## src/design/nisr_regs.svh

```systemverilog
// header: register offsets, command codes and timing counts for the NAND
// id/status/reset host controller. assumes a 125 MHz system clock.
`ifndef NISR_REGS_SVH
`define NISR_REGS_SVH

// =======================================
// apb register offsets
`define NISR_CTRL_OFS      12'h000
`define NISR_STAT_OFS      12'h004
`define NISR_ID0_OFS       12'h008
`define NISR_ID1_OFS       12'h00c
`define NISR_SREG_OFS      12'h010

// =======================================
// control fields
`define NISR_CTRL_GO_BIT   0
`define NISR_CTRL_OP_LSB   1
`define NISR_CTRL_OP_MSB   2
`define NISR_CTRL_WP_BIT   3

// =======================================
// nand command codes
`define NISR_CMD_ID        8'h90
`define NISR_CMD_STATUS    8'h70
`define NISR_CMD_READ      8'h00
`define NISR_CMD_RESET     8'hff
`define NISR_ID_ADDR       8'h00
`define NISR_ID_BYTES      3'h5

// =======================================
// timing: each bus phase lasts this many ns, rounded up to cycles
`define NISR_CLK_NS        8
`define NISR_PHASE_NS      40
`define NISR_PHASE_CYC     ((`NISR_PHASE_NS + `NISR_CLK_NS - 1) / `NISR_CLK_NS)

`endif

```

## src/design/nisr_pkg.sv

```systemverilog
// package: types of the NAND id/status/reset host controller.
// assumes nisr_regs.svh supplies the numeric constants.
package nisr_pkg;

    typedef enum logic [1:0] {
        NISR_OP_ID     = 2'b00,
        NISR_OP_STATUS = 2'b01,
        NISR_OP_RESET  = 2'b10,
        NISR_OP_RESUME = 2'b11
    } nisr_op_t;

    typedef enum logic [3:0] {
        NISR_IDLE   = 4'b0000,
        NISR_CMD    = 4'b0001,
        NISR_ADDR   = 4'b0010,
        NISR_GAP    = 4'b0011,
        NISR_RDLO   = 4'b0100,
        NISR_RDHI   = 4'b0101,
        NISR_WAITRB = 4'b0110,
        NISR_DONE   = 4'b0111
    } nisr_state_t;

    // pins toward the flash; enables active low
    typedef struct packed {
        logic       chipEnableN;
        logic       cmdLatch;
        logic       addrLatch;
        logic       writeStrobeN;
        logic       read_strobe_n;
        logic       writeProtectN;
        logic [7:0] ioOut;
        logic       ioOeN;
    } nisr_pins_t;

endpackage : nisr_pkg

```

## src/design/nisr_host.sv

```systemverilog
// host controller issuing id read, status read, reset and read-resume
// commands to a parallel NAND flash. software drives it over APB.
// assumes a pull-up on the board for ready_busy_n and an 8-bit flash.
//
// How it works
// device returns five id bytes in fixed order; all five are captured
// id command, one address cycle, then one read strobe per byte
// third id byte holds chip count, cell levels, upper nibble 1000
// fourth id byte holds page, block size, bus width, fixed bits
// fifth id byte holds district count and fixed bits
// each read strobe after status command yields the status byte
// status bit 1 is current result, validity depends on operation
// status bit 2 is previous cache page result while cache ready
// bit 6 page buffer ready, bit 7 cache ready, bits 3-5 zero
// bit 6 equals bit 7 unless prior command was cache program/read
// status bit 8 is one when not write protected
// pass/fail meaningful only for program/erase once ready
// status read accepted in mid read for readiness polling
// after status in read mode, read command resumes at old column
// reset command aborts operation and enters wait state
// reset during cache program may abort previous page too
// device stays busy a finite time after reset, then ready
// during power-on busy host sends only reset or status read
// host never sends command codes outside the defined set
// while busy host sends only status read or reset
// with shared ready/busy line use per-device status reads
// ready/busy line needs a pull-up since device only pulls low
`timescale 1ns/1ps
`include "nisr_regs.svh"

module nisr_host
    import nisr_pkg::*;
(
    input  wire logic        clk,
    input  wire logic        resetn,
    input  wire logic        psel,
    input  wire logic        penable,
    input  wire logic        pwrite,
    input  wire logic [11:0] paddr,
    input  wire logic [31:0] pwdata,
    output logic      [31:0] prdata,
    output logic             pready,
    output logic             pslverr,
    output nisr_pins_t       pins,
    input  wire logic [7:0]  ioIn,
    input  wire logic        ready_busy_n
);

    // =======================================
    // pin synchronisers
    logic [7:0] ioMeta_reg;
    logic [7:0] ioSync_reg;
    logic       rbMeta_reg;
    logic       rbSync_reg;

    always_ff @(posedge clk or negedge resetn) begin
        if (!resetn) begin
            ioMeta_reg <= 8'h00;
            ioSync_reg <= 8'h00;
            rbMeta_reg <= 1'b0;
            rbSync_reg <= 1'b0;
        end else begin
            ioMeta_reg <= ioIn;
            ioSync_reg <= ioMeta_reg;
            rbMeta_reg <= ready_busy_n;
            rbSync_reg <= rbMeta_reg;
        end
    end

    // =======================================
    // registers and state
    nisr_state_t state_reg;
    nisr_op_t    op_reg;
    logic        busy;
    logic        wpN_reg;
    logic        done_reg;
    logic        refused_reg;
    logic [7:0]  idByte_reg [0:4];
    logic [7:0]  status_reg;
    logic [2:0]  byteCnt_reg;
    logic [3:0]  phaseCnt_reg;
    logic        phaseEnd;
    logic        apbWr;
    logic        goReq;
    nisr_op_t    goOp;
    logic        goLegal;

    assign busy     = (state_reg != NISR_IDLE);
    assign apbWr    = psel && penable && pwrite;
    assign goReq    = apbWr && (paddr == `NISR_CTRL_OFS) && pwdata[`NISR_CTRL_GO_BIT];
    assign goOp     = nisr_op_t'(pwdata[`NISR_CTRL_OP_MSB:`NISR_CTRL_OP_LSB]);
    // only status and reset while the flash is busy; read-resume needs ready
    assign goLegal  = rbSync_reg || (goOp == NISR_OP_STATUS) || (goOp == NISR_OP_RESET);
    assign phaseEnd = (phaseCnt_reg == 4'(`NISR_PHASE_CYC - 1));
    assign pready   = 1'b1;
    assign pslverr  = 1'b0;

    always_ff @(posedge clk or negedge resetn) begin
        if (!resetn) begin
            wpN_reg <= 1'b0;
        end else if (apbWr && paddr == `NISR_CTRL_OFS) begin
            wpN_reg <= pwdata[`NISR_CTRL_WP_BIT];
        end
    end

    always_ff @(posedge clk or negedge resetn) begin
        if (!resetn) begin
            phaseCnt_reg <= 4'h0;
        end else if (!busy || phaseEnd) begin
            phaseCnt_reg <= 4'h0;
        end else begin
            phaseCnt_reg <= phaseCnt_reg + 4'h1;
        end
    end

    // =======================================
    // sequencer
    always_ff @(posedge clk or negedge resetn) begin
        if (!resetn) begin
            state_reg   <= NISR_IDLE;
            op_reg      <= NISR_OP_ID;
            byteCnt_reg <= 3'h0;
            done_reg    <= 1'b0;
            refused_reg <= 1'b0;
        end else begin
            case (state_reg)
                NISR_IDLE: begin
                    if (goReq && goLegal) begin
                        op_reg      <= goOp;
                        byteCnt_reg <= 3'h0;
                        done_reg    <= 1'b0;
                        refused_reg <= 1'b0;
                        state_reg   <= NISR_CMD;
                    end else if (goReq) begin
                        refused_reg <= 1'b1;
                    end
                end
                NISR_CMD: begin
                    if (phaseEnd) begin
                        case (op_reg)
                            NISR_OP_ID:     state_reg <= NISR_ADDR;
                            NISR_OP_STATUS: state_reg <= NISR_GAP;
                            NISR_OP_RESET:  state_reg <= NISR_WAITRB;
                            default:        state_reg <= NISR_DONE;
                        endcase
                    end
                end
                NISR_ADDR: begin
                    if (phaseEnd) begin
                        state_reg <= NISR_GAP;
                    end
                end
                NISR_GAP: begin
                    if (phaseEnd) begin
                        state_reg <= NISR_RDLO;
                    end
                end
                NISR_RDLO: begin
                    if (phaseEnd) begin
                        state_reg <= NISR_RDHI;
                    end
                end
                NISR_RDHI: begin
                    if (phaseEnd) begin
                        byteCnt_reg <= byteCnt_reg + 3'h1;
                        if (op_reg == NISR_OP_ID && byteCnt_reg != `NISR_ID_BYTES - 3'h1) begin
                            state_reg <= NISR_RDLO;
                        end else begin
                            state_reg <= NISR_DONE;
                        end
                    end
                end
                NISR_WAITRB: begin
                    // flash pulls busy a while after reset; wait past it
                    if (phaseEnd && rbSync_reg) begin
                        state_reg <= NISR_DONE;
                    end
                end
                NISR_DONE: begin
                    done_reg  <= 1'b1;
                    state_reg <= NISR_IDLE;
                end
                default: state_reg <= NISR_IDLE;
            endcase
        end
    end

    // =======================================
    // data capture at the end of each read-strobe low phase
    logic capture;
    assign capture = (state_reg == NISR_RDLO) && phaseEnd;

    genvar gi;
    generate
        for (gi = 0; gi < 5; gi++) begin : gIdByte
            always_ff @(posedge clk or negedge resetn) begin
                if (!resetn) begin
                    idByte_reg[gi] <= 8'h00;
                end else if (capture && op_reg == NISR_OP_ID && byteCnt_reg == 3'(gi)) begin
                    idByte_reg[gi] <= ioSync_reg;
                end
            end
        end
    endgenerate

    // raw status kept; bits 1/2 judged by software only once ready
    always_ff @(posedge clk or negedge resetn) begin
        if (!resetn) begin
            status_reg <= 8'h00;
        end else if (capture && op_reg == NISR_OP_STATUS) begin
            status_reg <= ioSync_reg;
        end
    end

    // =======================================
    // pin drive; only fixed legal command codes are emitted
    always_ff @(posedge clk or negedge resetn) begin
        if (!resetn) begin
            pins <= '{chipEnableN: 1'b1, cmdLatch: 1'b0, addrLatch: 1'b0, writeStrobeN: 1'b1,
                      read_strobe_n: 1'b1, writeProtectN: 1'b0, ioOut: 8'h00, ioOeN: 1'b1};
        end else begin
            pins.chipEnableN   <= !busy;
            pins.cmdLatch      <= (state_reg == NISR_CMD);
            pins.addrLatch     <= (state_reg == NISR_ADDR);
            pins.writeStrobeN  <= !(((state_reg == NISR_CMD) || (state_reg == NISR_ADDR)) && !phaseEnd);
            pins.read_strobe_n <= (state_reg != NISR_RDLO);
            pins.writeProtectN <= wpN_reg;
            pins.ioOeN         <= !((state_reg == NISR_CMD) || (state_reg == NISR_ADDR));
            case (op_reg)
                NISR_OP_ID:     pins.ioOut <= (state_reg == NISR_ADDR) ? `NISR_ID_ADDR : `NISR_CMD_ID;
                NISR_OP_STATUS: pins.ioOut <= `NISR_CMD_STATUS;
                NISR_OP_RESET:  pins.ioOut <= `NISR_CMD_RESET;
                default:        pins.ioOut <= `NISR_CMD_READ;
            endcase
        end
    end

    // =======================================
    // apb read data, loaded in the setup cycle so it stands through the access
    always_ff @(posedge clk or negedge resetn) begin
        if (!resetn) begin
            prdata <= 32'h0;
        end else if (psel && !penable) begin
            case (paddr)
                `NISR_CTRL_OFS: prdata <= {28'h0, wpN_reg, op_reg, 1'b0};
                `NISR_STAT_OFS: prdata <= {28'h0, refused_reg, rbSync_reg, done_reg, busy};
                `NISR_ID0_OFS:  prdata <= {idByte_reg[3], idByte_reg[2], idByte_reg[1], idByte_reg[0]};
                `NISR_ID1_OFS:  prdata <= {24'h0, idByte_reg[4]};
                `NISR_SREG_OFS: prdata <= {24'h0, status_reg};
                default:        prdata <= 32'h0;
            endcase
        end
    end

endmodule : nisr_host

```

## config.mk

```make
export PLATFORM = sky130hd
export DESIGN_NAME = nisr_host
export DESIGN_NICKNAME = d
export VERILOG_FILES = /design/src/design/nisr_pkg.sv /design/src/design/nisr_host.sv
export VERILOG_INCLUDE_DIRS = /design/src /design/src/design
export SDC_FILE = /design/constraint.sdc
export NUM_CORES = 1
export LEC_CHECK = 0
export BUFFER_PORTS_ARGS = -buffer_cell sky130_fd_sc_hd__buf_4
export CAP_MARGIN = 20
export CORE_MARGIN = 2
export CORE_UTILIZATION = 25
export DETAILED_ROUTE_END_ITERATION = 16
export GPL_TIMING_DRIVEN = 0
export PLACE_DENSITY_LB_ADDON = 0.05
export SLEW_MARGIN = 0
export SYNTH_ARGS = -nofsm -noshare
export SYNTH_HDL_FRONTEND = slang
export SYNTH_SLANG_ARGS = --single-unit
```

## constraint.sdc

```tcl
create_clock -name clk -period 2.1 [get_ports clk]
set_input_delay 0.21 -clock clk [delete_from_list [all_inputs] [get_ports clk]]
set_output_delay 0.21 -clock clk [all_outputs]
set_load 0.01 [all_outputs]
```

# Yosys cells after proc, flatten, opt, wreduce, memory -nomap -nowiden
# Cells that the tools add are included.
[word_totals]
reg_bits = 129
in_bits = 58
output_inout_bits = 49
elab_cells = 117
[classes]
n_addsub = 2
eq_ne = 29
muxes = 21
reduce_logical = 39
[ops]
columns = ["op", "n"]
rows = [
  ["$pmux 32 s5", 1],
  ["$mux 4", 8],
  ["$pmux 4 s7", 1],
  ["$eq 12x4->1 const B", 2],
  ["$pmux 8 s3", 1],
  ["$eq 4x3->1 const B", 5],
  ["$logic_and 1x1->1", 17],
  ["$ne 2x2->1 const B", 7],
  ["$eq 12x3->1 const B", 1],
  ["$eq 12x5->1 const B", 1],
  ["$logic_not 12->1", 1],
  ["$pmux 3 s3", 1],
  ["$eq 4x2->1 const B", 2],
  ["$mux 8", 1],
  ["$reduce_and 7->1", 1],
  ["$eq 3x2->1 const B", 2],
  ["$mux 3", 2],
  ["$pmux 3 s2", 1],
  ["$reduce_and 2->1", 3],
  ["$reduce_bool 2->1", 3],
  ["$logic_not 1->1", 5],
  ["$add 4x1->4 const B", 1],
  ["$eq 2x1->1 const B", 2],
  ["$eq 2x2->1 const B", 2],
  ["15 further kinds", 20],
]

# Depth between registers and ports, before layout
# Gate-level depths: netlist (run 1).
[logic_depth]
ltp_word = 7
mapped_depth = 7
ltp_nobuf = 6

# Worst setup path after synthesis (run 1)
# OpenSTA, ideal clock, no wires.
[synth_path]
path_kind = "register to register"
startpoint = "reg op_reg[1]"
endpoint = "reg idByte_reg[18] in the netlist's numbering"
setup_ps = 128
arrival_ps = 1736
t_required_ps = 1972
path_slack_ps = 237
path_stages_with_launch = 7
n_path_buf = 0
synth_period_minus_slack_ps = 1863
cell_sequence = "dfrtp_1 -> inv_1 -> ha_1 -> inv_1 -> nor4_4 -> nand2_4 -> mux2_1"
[synth_via]
elab_chain_len = 3
[synth_rtl]
columns = ["element", "line_no", "rtl"]
rows = [
  ["start: declaration", "nisr_host.sv:73", "nisr_op_t op_reg;"],
  ["start signal: assignment", "nisr_host.sv:129", "op_reg <= goOp;"],
  ["$logic_not 2->1", "nisr_host.sv:199", "end else if (capture && op_reg == NISR_OP_ID && byteCnt_reg == 3'(gi)) begin"],
  ["$logic_and 1x1->1 (2 in series)", "nisr_host.sv:199", ""],
  ["end signal: indexed assignment", "nisr_host.sv:200", "idByte_reg[gi] <= ioSync_reg;"],
  ["end: declaration", "nisr_host.sv:78", "logic [7:0] idByte_reg [0:4];"],
]
# Every way passes these cells.
# A chain may end at the register's enable or synchronous reset.

# Final worst setup path (run 1)
[layout_path]
startpoint = "reg op_reg[0]"
endpoint = "reg idByte_reg[14] in the netlist's numbering"
# The elaborated chain is that of the path after synthesis.

==> summary.md, run 1 <==
| Metric | Value |
|---|---|
| Ys async rst share | 100% |
| DRC | 0 |
| Crit path from | op_reg[0] |
| Tot Pwr | 6.79 mW |
| Final weighted congestion in routability-driven placement | 0.682 |
| # clock sinks | 124 |
| Die ar. | 21200 sq um |
| Setup CP Type | reg2reg |
| Fin crit period | 1.99 ns |
| Num CTS Buffers | 17 |
| Syn_area_per_cell | 14.0 sq um |
| CTS tree | done |
| Grt ovf | 0 |
| Die Ht | 145 microns |
| Post-DR wirelength/cell | 16.8 microns |
| Worst path required time | 2.40 ns |
| Root Buffer | clkbuf_16 |
| FF/Latch Area | 3110 sq um |
| Tot GR Track Use | 12.4% |
| CP Capture Type | register |
| Synth Flop Type | dfrtp_1 |
| Worst hold start | pwdata[3] |
| Rows | 51 |
| H-tree depth | 4 |
| Antenna Nets Post-Route | 0 |
| CTS clk-pin slew, worst paths | 0.06 ns |
| Vias in the first global route | 3583 |
| Largest net degree at the start of global routing | 95 |
| Fin. Hold Viols | 0 |
| Number of nets in the layout | 537 |
| Max reg flops | 40 |
| Layout Utilization | 34.3% |
| Final worst slack | 0.115 ns |
| Fillers | 1999 |
| # port buffers | 74 |
| Ant diodes | 0 |
| CTS max path bufs | 2 |
| Period utilization | 94.5% |
| Synth cell types | 50 |
| Fmax | 504 MHz |
| Finished Cell Area | 6700 sq um |
| Crit path DAT | 2.28 ns |
| Setup TNS | 0 ns |
| Initial antenna violation count | 0 |
| Via density | 4.35 |
| Number of setup violations in the final report | 0 |
| P&R area growth vs syn | 33.8% |
| Routed via count | 3238 |
| Slew headroom | 56.4% |
| Maximum VDD drop | 0.606 mV |
| RSZ-0062 raised after global routing | yes |
| EDFF count, synth | 0 |
| Syn Std Cell Area | 5000 sq um |
| Status | finished, final reports clean |
| Worst-Margin Slew | 0.654 ns |
| Starting Density | 25.6% |
| First-pass GRT wire length | 20100 microns |
| DR iter-0 viols | 132 |
| Max Cap Viol | 0 |
| Slew Viols, Final | 0 |
| Total placed cells including tap cells | 697 |
| Yosys warnings | 0 |
| Cell Area, Placed | 5920 sq um |
| Crit path max fanout | 8 |
| Die X | 145 microns |
| Synth top area cells | dfrtp_1 60%, mux2_2 11%, a22o_1 5.1% |
| Drt first pass iters | 5 |
| Reg2reg start | op_reg[0] |
| I/O pins | 107 |
| Clk Latency, worst-skew pair | 0.41 ns |
| Seq/Total Area, Yosys | 62.1% |
| Dpl ws | -0.352 ns |
| Hold Path Class | in2reg |
| Pwr/cell area | 1010 nW/um^2 |
| Core box area | 19500 sq um |
| Hpwl dp | 8350 microns |
| Cell taking the most area after synthesis | dfrtp_1 |
| Total leakage power | 3.27 nW |
| Multi-input gate area | 1770 sq um |
| Clk_skew | 0.00449 ns |
| Post-synthesis net count | 427 |
| Final Non-Filler Cells | 745 |
| Routed WL | 12500 microns |
| Top-area cell type share of the netlist area | 60.0% |
| Layout cells sized above 1 | 40.4% |
| Min Hold Slack | 0.0351 ns |
| CP Launch Type | register |
| Post-synthesis cell count | 357 |
| #FFs+latches synth | 124 |
## layout by cell type, fill, tap and decap left out, types with 3 or more instances in the layout
master and count:
buf_2 4, nand2_4 3, a31oi_1 4, and2_1 5, o21ai_0 9, nand4b_1 3
dfrtp_1 119, nor2_1 11, buf_4 85, bufinv_16 3, nand3_1 4, nor3_1 4
a21oi_1 5, nand4_1 3, clkbuf_1 9, dfstp_2 4, dlygate4sd3_1 10, clkinv_2 4
nand2_1 11, a221o_1 4, ha_1 11, clkbuf_16 17, nor2b_1 6, mux2_2 51
a22o_1 29, clkinvlp_4 3, inv_1 13
## power by group
group | total, mW | switching (mW) | internal [mW] | leakage [nW]
clock | 3.00 | 1.07 | 1.92 | 0.289
sequential | 2.85 | 0.178 | 2.68 | 1.63
combinational | 0.940 | 0.455 | 0.486 | 1.36
total | 6.79 | 1.71 | 5.08 | 3.27
## worst max-delay path: stages, from the launching register on
cell and delay [ns]:
dfrtp_1 0.48, inv_1 0.15, ha_2 0.24, inv_1 0.10, nor3_2 0.32, nand2_2 0.25
mux2_2 0.33
## cell families (layout without fill, tap and decap cells)
group	after synthesis	in the layout	share of synthesized area [%]
DFF	124	124	62.1
other	2	2	0.150
xor gates and xnor gates	3	3	0.525
muxes	56	56	13.0
adders and majority gates	12	12	3.00
and+or+nand+nor	68	68	8.70
AOI/OAI and AO/OA	61	61	9.45
buffers and inverters	31	154	3.03
## cell usage after synthesis (2+ instances only)
| cell type | instances |
|---|---|
| dfrtp_1 | 120 |
| mux2_2 | 51 |
| a22o_1 | 29 |
| inv_1 | 13 |
| nand2_1 | 13 |
| ha_1 | 12 |
| nor2_1 | 11 |
| o21ai_0 | 9 |
| clkbuf_1 | 7 |
| buf_4 | 6 |
| nor2b_1 | 6 |
| a21oi_1 | 5 |
| and2_1 | 5 |
| nand3_1 | 5 |
| a221o_1 | 4 |
| a31oi_1 | 4 |
| buf_2 | 4 |
| dfstp_2 | 4 |
| nor3_1 | 4 |
| nand2_4 | 3 |
| nand4_1 | 3 |
| nand4b_1 | 3 |
| a211oi_1 | 2 |
| and3_1 | 2 |
| conb_1 | 2 |
| mux2i_1 | 2 |
| mux4_2 | 2 |
| o22ai_1 | 2 |
| or3_1 | 2 |
| xor2_1 | 2 |
## final timing paths
kind	endpoint	slack, ns	depth (start not counted)
hold / removal	wpN_reg	0.04	2
max in group asynchronous	prdata[2]	1.05	3
hold reg to reg	ioSync_reg[2]	0.35	0
setup reg to reg	idByte_reg[14]	0.11	6
setup / recovery	idByte_reg[14]	0.11	6
min in group asynchronous	op_reg[1]	0.25	2
## metal layers
layer  up-vias  GRT usage (%)  wire length [microns]
li1       1501              -                      -
met1      1659           15.4                   5780
met2        58           20.7                   6060
met3        20           3.76                    469
met4         0           4.36                    202
met5         -              0                      0
## layout make-up
class / instances / share of cell area (%)
Timing Repair Buffer: 91 / 10.9
Buffer: 18 / 1.53
Multi-Input combinational cell: 202 / 26.4
Tap cell: 265 / 4.95
Sequential cell: 124 / 46.4
Clock inverter: 11 / 2.11
Clock buffer: 21 / 6.88
Inverter: 13 / 0.729
## repair_timing
| action | CTS | global route |
|---|---|---|
| endpoints found under the setup margin | 42 | 49 |
| hold buffers | 10 | 0 |
| pin swaps | 2 | 0 |
| hold endpoints to repair | 39 | 0 |
| buffers inserted | 4 | 2 |
| resized for setup | 2 | 5 |
Power figures use the tool's default switching activity.
==> inputs of run 2 (changes only) <==
- clock period: 2.1 -> 1.6 ns (I/O delays scaled with it)
==> run 2 against run 1 <==
Effect of this change: the flow now finishes with violations (negative setup slack); register-to-register slack worse by 0.32 ns; first-iteration DRC count down 21%; largest cell class unchanged; wire length up 1.7%; clock skew rose by 0.0044 ns; count of clock-buffer cells in the layout fell by 1; clock power is 25% higher; cell count increased by 2.6%; sequential cell count stayed put; sequential share of layout area is 2.0 points lower; critical path depth down 2; via count is 1.5% higher.
==> summary.md, run 2 (synthesis results as in run 1) <==
| Metric | Value |
|---|---|
| Final weighted congestion in routability-driven placement | 0.713 |
| Fin crit period | 1.81 ns |
| Max Cap Viol | 0 |
| RSZ-0062 raised after global routing | yes |
| Initial antenna violation count | 0 |
| Tot GR Track Use | 12.9% |
| CTS tree | done |
| CP Cell Sequence | or3b_4 -> nor3_4 -> nand3_4 -> mux2_4 |
| Die Ht | 145 microns |
| DRC | 0 |
| Rows | 51 |
| Status | finished, violations left |
| Routed via count | 3288 |
| I/O pins | 107 |
| Fmax | 553 MHz |
| Failing checks | negative setup slack |
| DR iter-0 viols | 104 |
| Final Non-Filler Cells | 764 |
| Die ar. | 21200 sq um |
| Ant diodes | 0 |
| Worst path required time | 1.90 ns |
| CP Capture Type | register |
| Hpwl dp | 8350 microns |
| Setup CP Type | reg2reg |
| Crit-path leading delay family | simple AND/OR/NAND/NOR gates |
| Post-DR wirelength/cell | 16.6 microns |
| Number of setup violations in the final report | 49 |
| Number of nets in the layout | 556 |
| Core box area | 19500 sq um |
| Final worst slack | -0.210 ns |
| Slew Viols, Final | 0 |
| Worst-Margin Slew | 0.674 ns |
| Sw Share | 26.4% |
| Hold Path Class | in2reg |
| Comb pwr share | 17.1% |
| CTS clk-pin slew, worst paths | 0.06 ns |
| Slowest cell on the critical path | or3b_4 |
| Drt first pass iters | 4 |
| Slowest Stage Delay on Critical Path | 0.47 ns |
| # clock sinks | 124 |
| Clk_skew | 0.00888 ns |
| Routed WL | 12700 microns |
| Starting Density | 25.6% |
| # port buffers | 74 |
| Most frequent cells in the layout | 117 x dfrtp_1, 98 x buf_4, 47 x mux2_2 |
| Vias in the first global route | 3577 |
| CTS max path bufs | 2 |
| Total placed cells including tap cells | 697 |
| Period utilization | 113% |
| CP Launch Type | register |
| Antenna Nets Post-Route | 0 |
| Via density | 4.30 |
| Seq pwr share | 41.5% |
| Crit path max fanout | 8 |
| Largest net degree at the start of global routing | 85 |
| First-pass GRT wire length | 20700 microns |
| Setup TNS | -6.93 ns |
| Maximum VDD drop | 0.768 mV |
| Total leakage power | 3.36 nW |
| Root Buffer | clkbuf_16 |
| Die X | 145 microns |
| P&R area growth vs syn | 39.9% |
| H-tree depth | 4 |
| Commonest non-fill, non-tap cell in the layout | dfrtp_1 |
| Num CTS Buffers | 17 |
| Clock Power Share | 41.4% |
| Fin. Hold Viols | 0 |
| Crit path DAT | 2.11 ns |
| WP buf/inv | 0 |
| Pwr/cell area | 1290 nW/um^2 |
| Max reg flops | 40 |
| Slew headroom | 55.1% |
| Layout cells sized above 1 | 46.9% |
| Clk Latency, worst-skew pair | 0.42 ns |
| Grt ovf | 0 |
| Psw | 2.39 mW |
| Int Pwr | 6.65 mW |
run 2: changes by cell type in the layout (fill, tap and decap cells not counted), moves of 3 or more:
cell | before | now
buf_4 | 85 | 98
inv_1 | 13 | 8
mux2_4 | 0 | 5
buf_6 | 2 | 6
inv_2 | 0 | 4
mux2_2 | 51 | 47
nand2_8 | 0 | 4
clkbuf_1 | 9 | 6
dlygate4sd3_1 | 10 | 13
run 2: worst paths after layout:
check	cells past startpoint	slack, ns	startpoint	end
max	4	-0.21	state_reg[0]	idByte_reg[4]
min	3	0.09	pwdata[0]	state_reg[0]
max reg2reg	4	-0.21	state_reg[0]	idByte_reg[4]
min reg2reg	0	0.35	ioMeta_reg[7]	ioSync_reg[7]
max in group asynchronous	3	0.62	resetn	prdata[24]
min in group asynchronous	2	0.22	resetn	pins[8]
run 2: timing repair:
item	in CTS	in global routing
setup endpoints to repair	80	86
buffers inserted	21	3
pin swaps	13	8
resized for setup	32	18
hold buffers	13	0
endpoints found under the hold margin	52	0
run 2: per-stage QoR:
| stage | cell area (sq um) | hold WS (ns) | power (mW) | utilization, % | setup WS (ns) |
|---|---|---|---|---|---|
| 2_1_floorplan | 5020 | -0.136 | 4.56 | - | -0.233 |
| 3_3_place_gp | 5910 | 0.269 | 4.92 | 30.3 | -0.745 |
| 3_5_place_dp | 5940 | 0.113 | 4.95 | 30.4 | -0.754 |
| 4_1_cts | 6930 | 0.0569 | 9.10 | 35.5 | -0.267 |
| 5_1_grt | 7000 | 0.0823 | 9.52 | 35.8 | -0.279 |
| 6_report | 7000 | 0.0892 | 9.03 | 35.8 | -0.210 |
run 2: worst register-to-register path, cell delays in order (launching register included):
cell     delay [ns]
dfrtp_1        0.42
or3b_4         0.47
nor3_4         0.21
nand3_4        0.23
mux2_4         0.36
run 2: layout make-up:
type                            instances  area, sq um
Fill cell                            1934        12500
Clock buffer                           20          447
Multi-Input combinational cell        202         1920
Tap cell                              265          332
Buffer                                 16         95.1
Inverter                               13         52.6
Timing Repair Buffer                  112          916
Sequential cell                       124         3110
Clock inverter                         12          123
run 2: per-layer routing:
metal	global-route usage (%)	part of all wire, %	routed length (microns)
met1	17.1	47	5990
met2	20.3	49	6220
met3	3.86	3.1	399
met4	4.26	0.84	107
met5	0	0	0
run 2: power by group through the flow:
stage | combinational, mW | clock (mW) | sequential [mW]
floorplan | 0.822 | 0 | 3.74
global placement | 1.13 | 0 | 3.79
detailed placement | 1.15 | 0 | 3.80
CTS | 1.52 | 3.84 | 3.74
global route | 1.72 | 4.01 | 3.79
finish | 1.55 | 3.74 | 3.74
==> inputs of run 3 (changes only) <==
- PLACE_DENSITY: not set -> 0.54
- PLACE_DENSITY_LB_ADDON: 0.05 -> not set
==> run 3 against run 2 <==
Effect of this change: the run still ends with negative setup slack left; clock skew decreased by 0.0012 ns; worst setup slack improved by 0.044 ns; first-iteration DRC count increased by 3.8%; sequential cell count unchanged; cell count is 0.39% higher; global-route usage decreased by 0.98 points; critical path depth rose by 4; die area stayed put.
==> summary.md, run 3 (synthesis results as in run 1) <==
| Metric | Value |
|---|---|
| Fin. Hold Viols | 0 |
| Period utilization | 110% |
| CTS max path bufs | 2 |
| Max reg flops | 40 |
| Routed via count | 3370 |
| Starting Density | 25.6% |
| Min Hold Slack | 0.0966 ns |
| Via density | 4.39 |
| Initial antenna violation count | 0 |
| Routed WL | 12100 microns |
| DR iter-0 viols | 108 |
| Fillers | 1951 |
| CP Capture Type | register |
| Clk_skew | 0.00767 ns |
| I/O pins | 107 |
| Commonest non-fill, non-tap cell in the layout | dfrtp_1 |
| Antenna Nets Post-Route | 0 |
| Final Non-Filler Cells | 767 |
| Max Cap Viol | 0 |
| Vias in the first global route | 3576 |
| Worst-Margin Slew | 0.619 ns |
| Die X | 145 microns |
| Setup TNS | -5.78 ns |
| Rows | 51 |
| P&R area growth vs syn | 40.6% |
| CP Cell Sequence | inv_2 -> ha_4 -> nand3b_1 -> buf_6 -> nor4_4 -> buf_6 -> nand2_8 -> mux2_4 |
| Die ar. | 21200 sq um |
| Crit path DAT | 2.06 ns |
| Grt ovf | 0 |
| H-tree depth | 4 |
| Finished Cell Area | 7030 sq um |
| Number of setup violations in the final report | 54 |
| Final worst slack | -0.166 ns |
| Worst path required time | 1.90 ns |
| Most frequent cells in the layout | 115 x dfrtp_1, 103 x buf_4, 47 x mux2_2 |
| Total placed cells including tap cells | 697 |
| Layout cells sized above 1 | 47.8% |
| Post-DR wirelength/cell | 15.8 microns |
| Hold Path Class | in2reg |
| Die Ht | 145 microns |
| Slowest cell on the critical path | dfrtp_1 |
| Status | finished, violations left |
| Number of nets in the layout | 559 |
| RSZ-0062 raised after global routing | yes |
| Clk Latency, worst-skew pair | 0.41 ns |
| First-pass GRT wire length | 19700 microns |
| Root Buffer | clkbuf_16 |
| Final weighted congestion in routability-driven placement | 0.765 |
| Slew Viols, Final | 0 |
| Maximum VDD drop | 0.844 mV |
| Slowest Stage Delay on Critical Path | 0.38 ns |
| Slew headroom | 58.7% |
| Most Frequent Cell on Critical Path | buf_6 |
| # port buffers | 74 |
| Total leakage power | 3.40 nW |
| DRC | 0 |
| CTS tree | done |
| Hpwl dp | 8010 microns |
| Setup CP Type | reg2reg |
| Cell Area, Placed | 5940 sq um |
| Drt first pass iters | 4 |
| # clock sinks | 124 |
| Pwr/cell area | 1320 nW/um^2 |
| Fmax | 566 MHz |
| Largest net degree at the start of global routing | 86 |
| Fin crit period | 1.77 ns |
| Num CTS Buffers | 17 |
| Dpl ws | -0.648 ns |
| CTS clk-pin slew, worst paths | 0.06 ns |
| CP Launch Type | register |
| Failing checks | negative setup slack |
| Tot GR Track Use | 11.9% |
| Core box area | 19500 sq um |
| Ant diodes | 0 |
| Crit path max fanout | 8 |
## run 3: changes by cell type in the layout (fill, tap and decap cells not counted), sizes merged
cell | previous run | this run
bufinv | 2 | 3
clkinv | 8 | 6
buf | 107 | 113
clkbuf | 28 | 26
## run 3: stage by stage
step,utilization [%],power [mW]
2_1_floorplan,-,4.56
3_3_place_gp,30.3,4.88
3_5_place_dp,30.4,4.97
4_1_cts,35.5,9.22
5_1_grt,36.0,9.70
6_report,36.0,9.25
## run 3: per-layer routing
metal / GRT usage (%) / wire, microns / vias up
li1: - / - / 1546
met1: 13.7 / 4970 / 1744
met2: 20.8 / 6410 / 63
met3: 3.92 / 532 / 17
met4: 4.31 / 166 / 0
met5: 0 / 0 / -
## run 3: worst paths after layout
| path | startpoint | to | slack [ns] | depth (start not counted) |
|---|---|---|---|---|
| min in group asynchronous | resetn | op_reg[1] | 0.24 | 2 |
| min | pwdata[0] | state_reg[0] | 0.1 | 3 |
| max | phaseCnt_reg[1] | idByte_reg[18] | -0.17 | 8 |
| max in group asynchronous | resetn | prdata[13] | 0.62 | 3 |
| min reg2reg | ioMeta_reg[4] | ioSync_reg[4] | 0.35 | 0 |
| max reg2reg | phaseCnt_reg[1] | idByte_reg[18] | -0.17 | 8 |
## run 3: timing repair
action	CTS	global route
hold endpoints to repair	51	0
resized for setup	28	20
endpoints found under the setup margin	76	70
hold buffers	13	0
pin swaps	9	8
setup buffers	19	9
cloned	0	0
## run 3: power breakdown
part | switching, mW | internal [mW]
registers | 0.255 | 3.52
logic | 0.751 | 0.863
clock network | 1.34 | 2.52
## run 3: worst max-delay path, delay by kind of cell (launching register included)
kind                     cells  cell delay (ns)
buffers and inverters        3             0.43
AND/OR/NAND/NOR              3             0.40
flip-flops                   1             0.38
multiplexers                 1             0.31
adder cells (fa/ha/maj)      1             0.13
## run 3: area by class of cell
type	count	area [sq um]	area share (%)
plain buffers	15	86.3	1.23
clock buffers	21	460	6.55
inverters	13	52.6	0.747
well taps	265	332	4.71
repair buffers	116	942	13.4
flip-flops and latches	124	3110	44.3
clock inverters	11	143	2.03
multi-input cells	202	1900	27.1
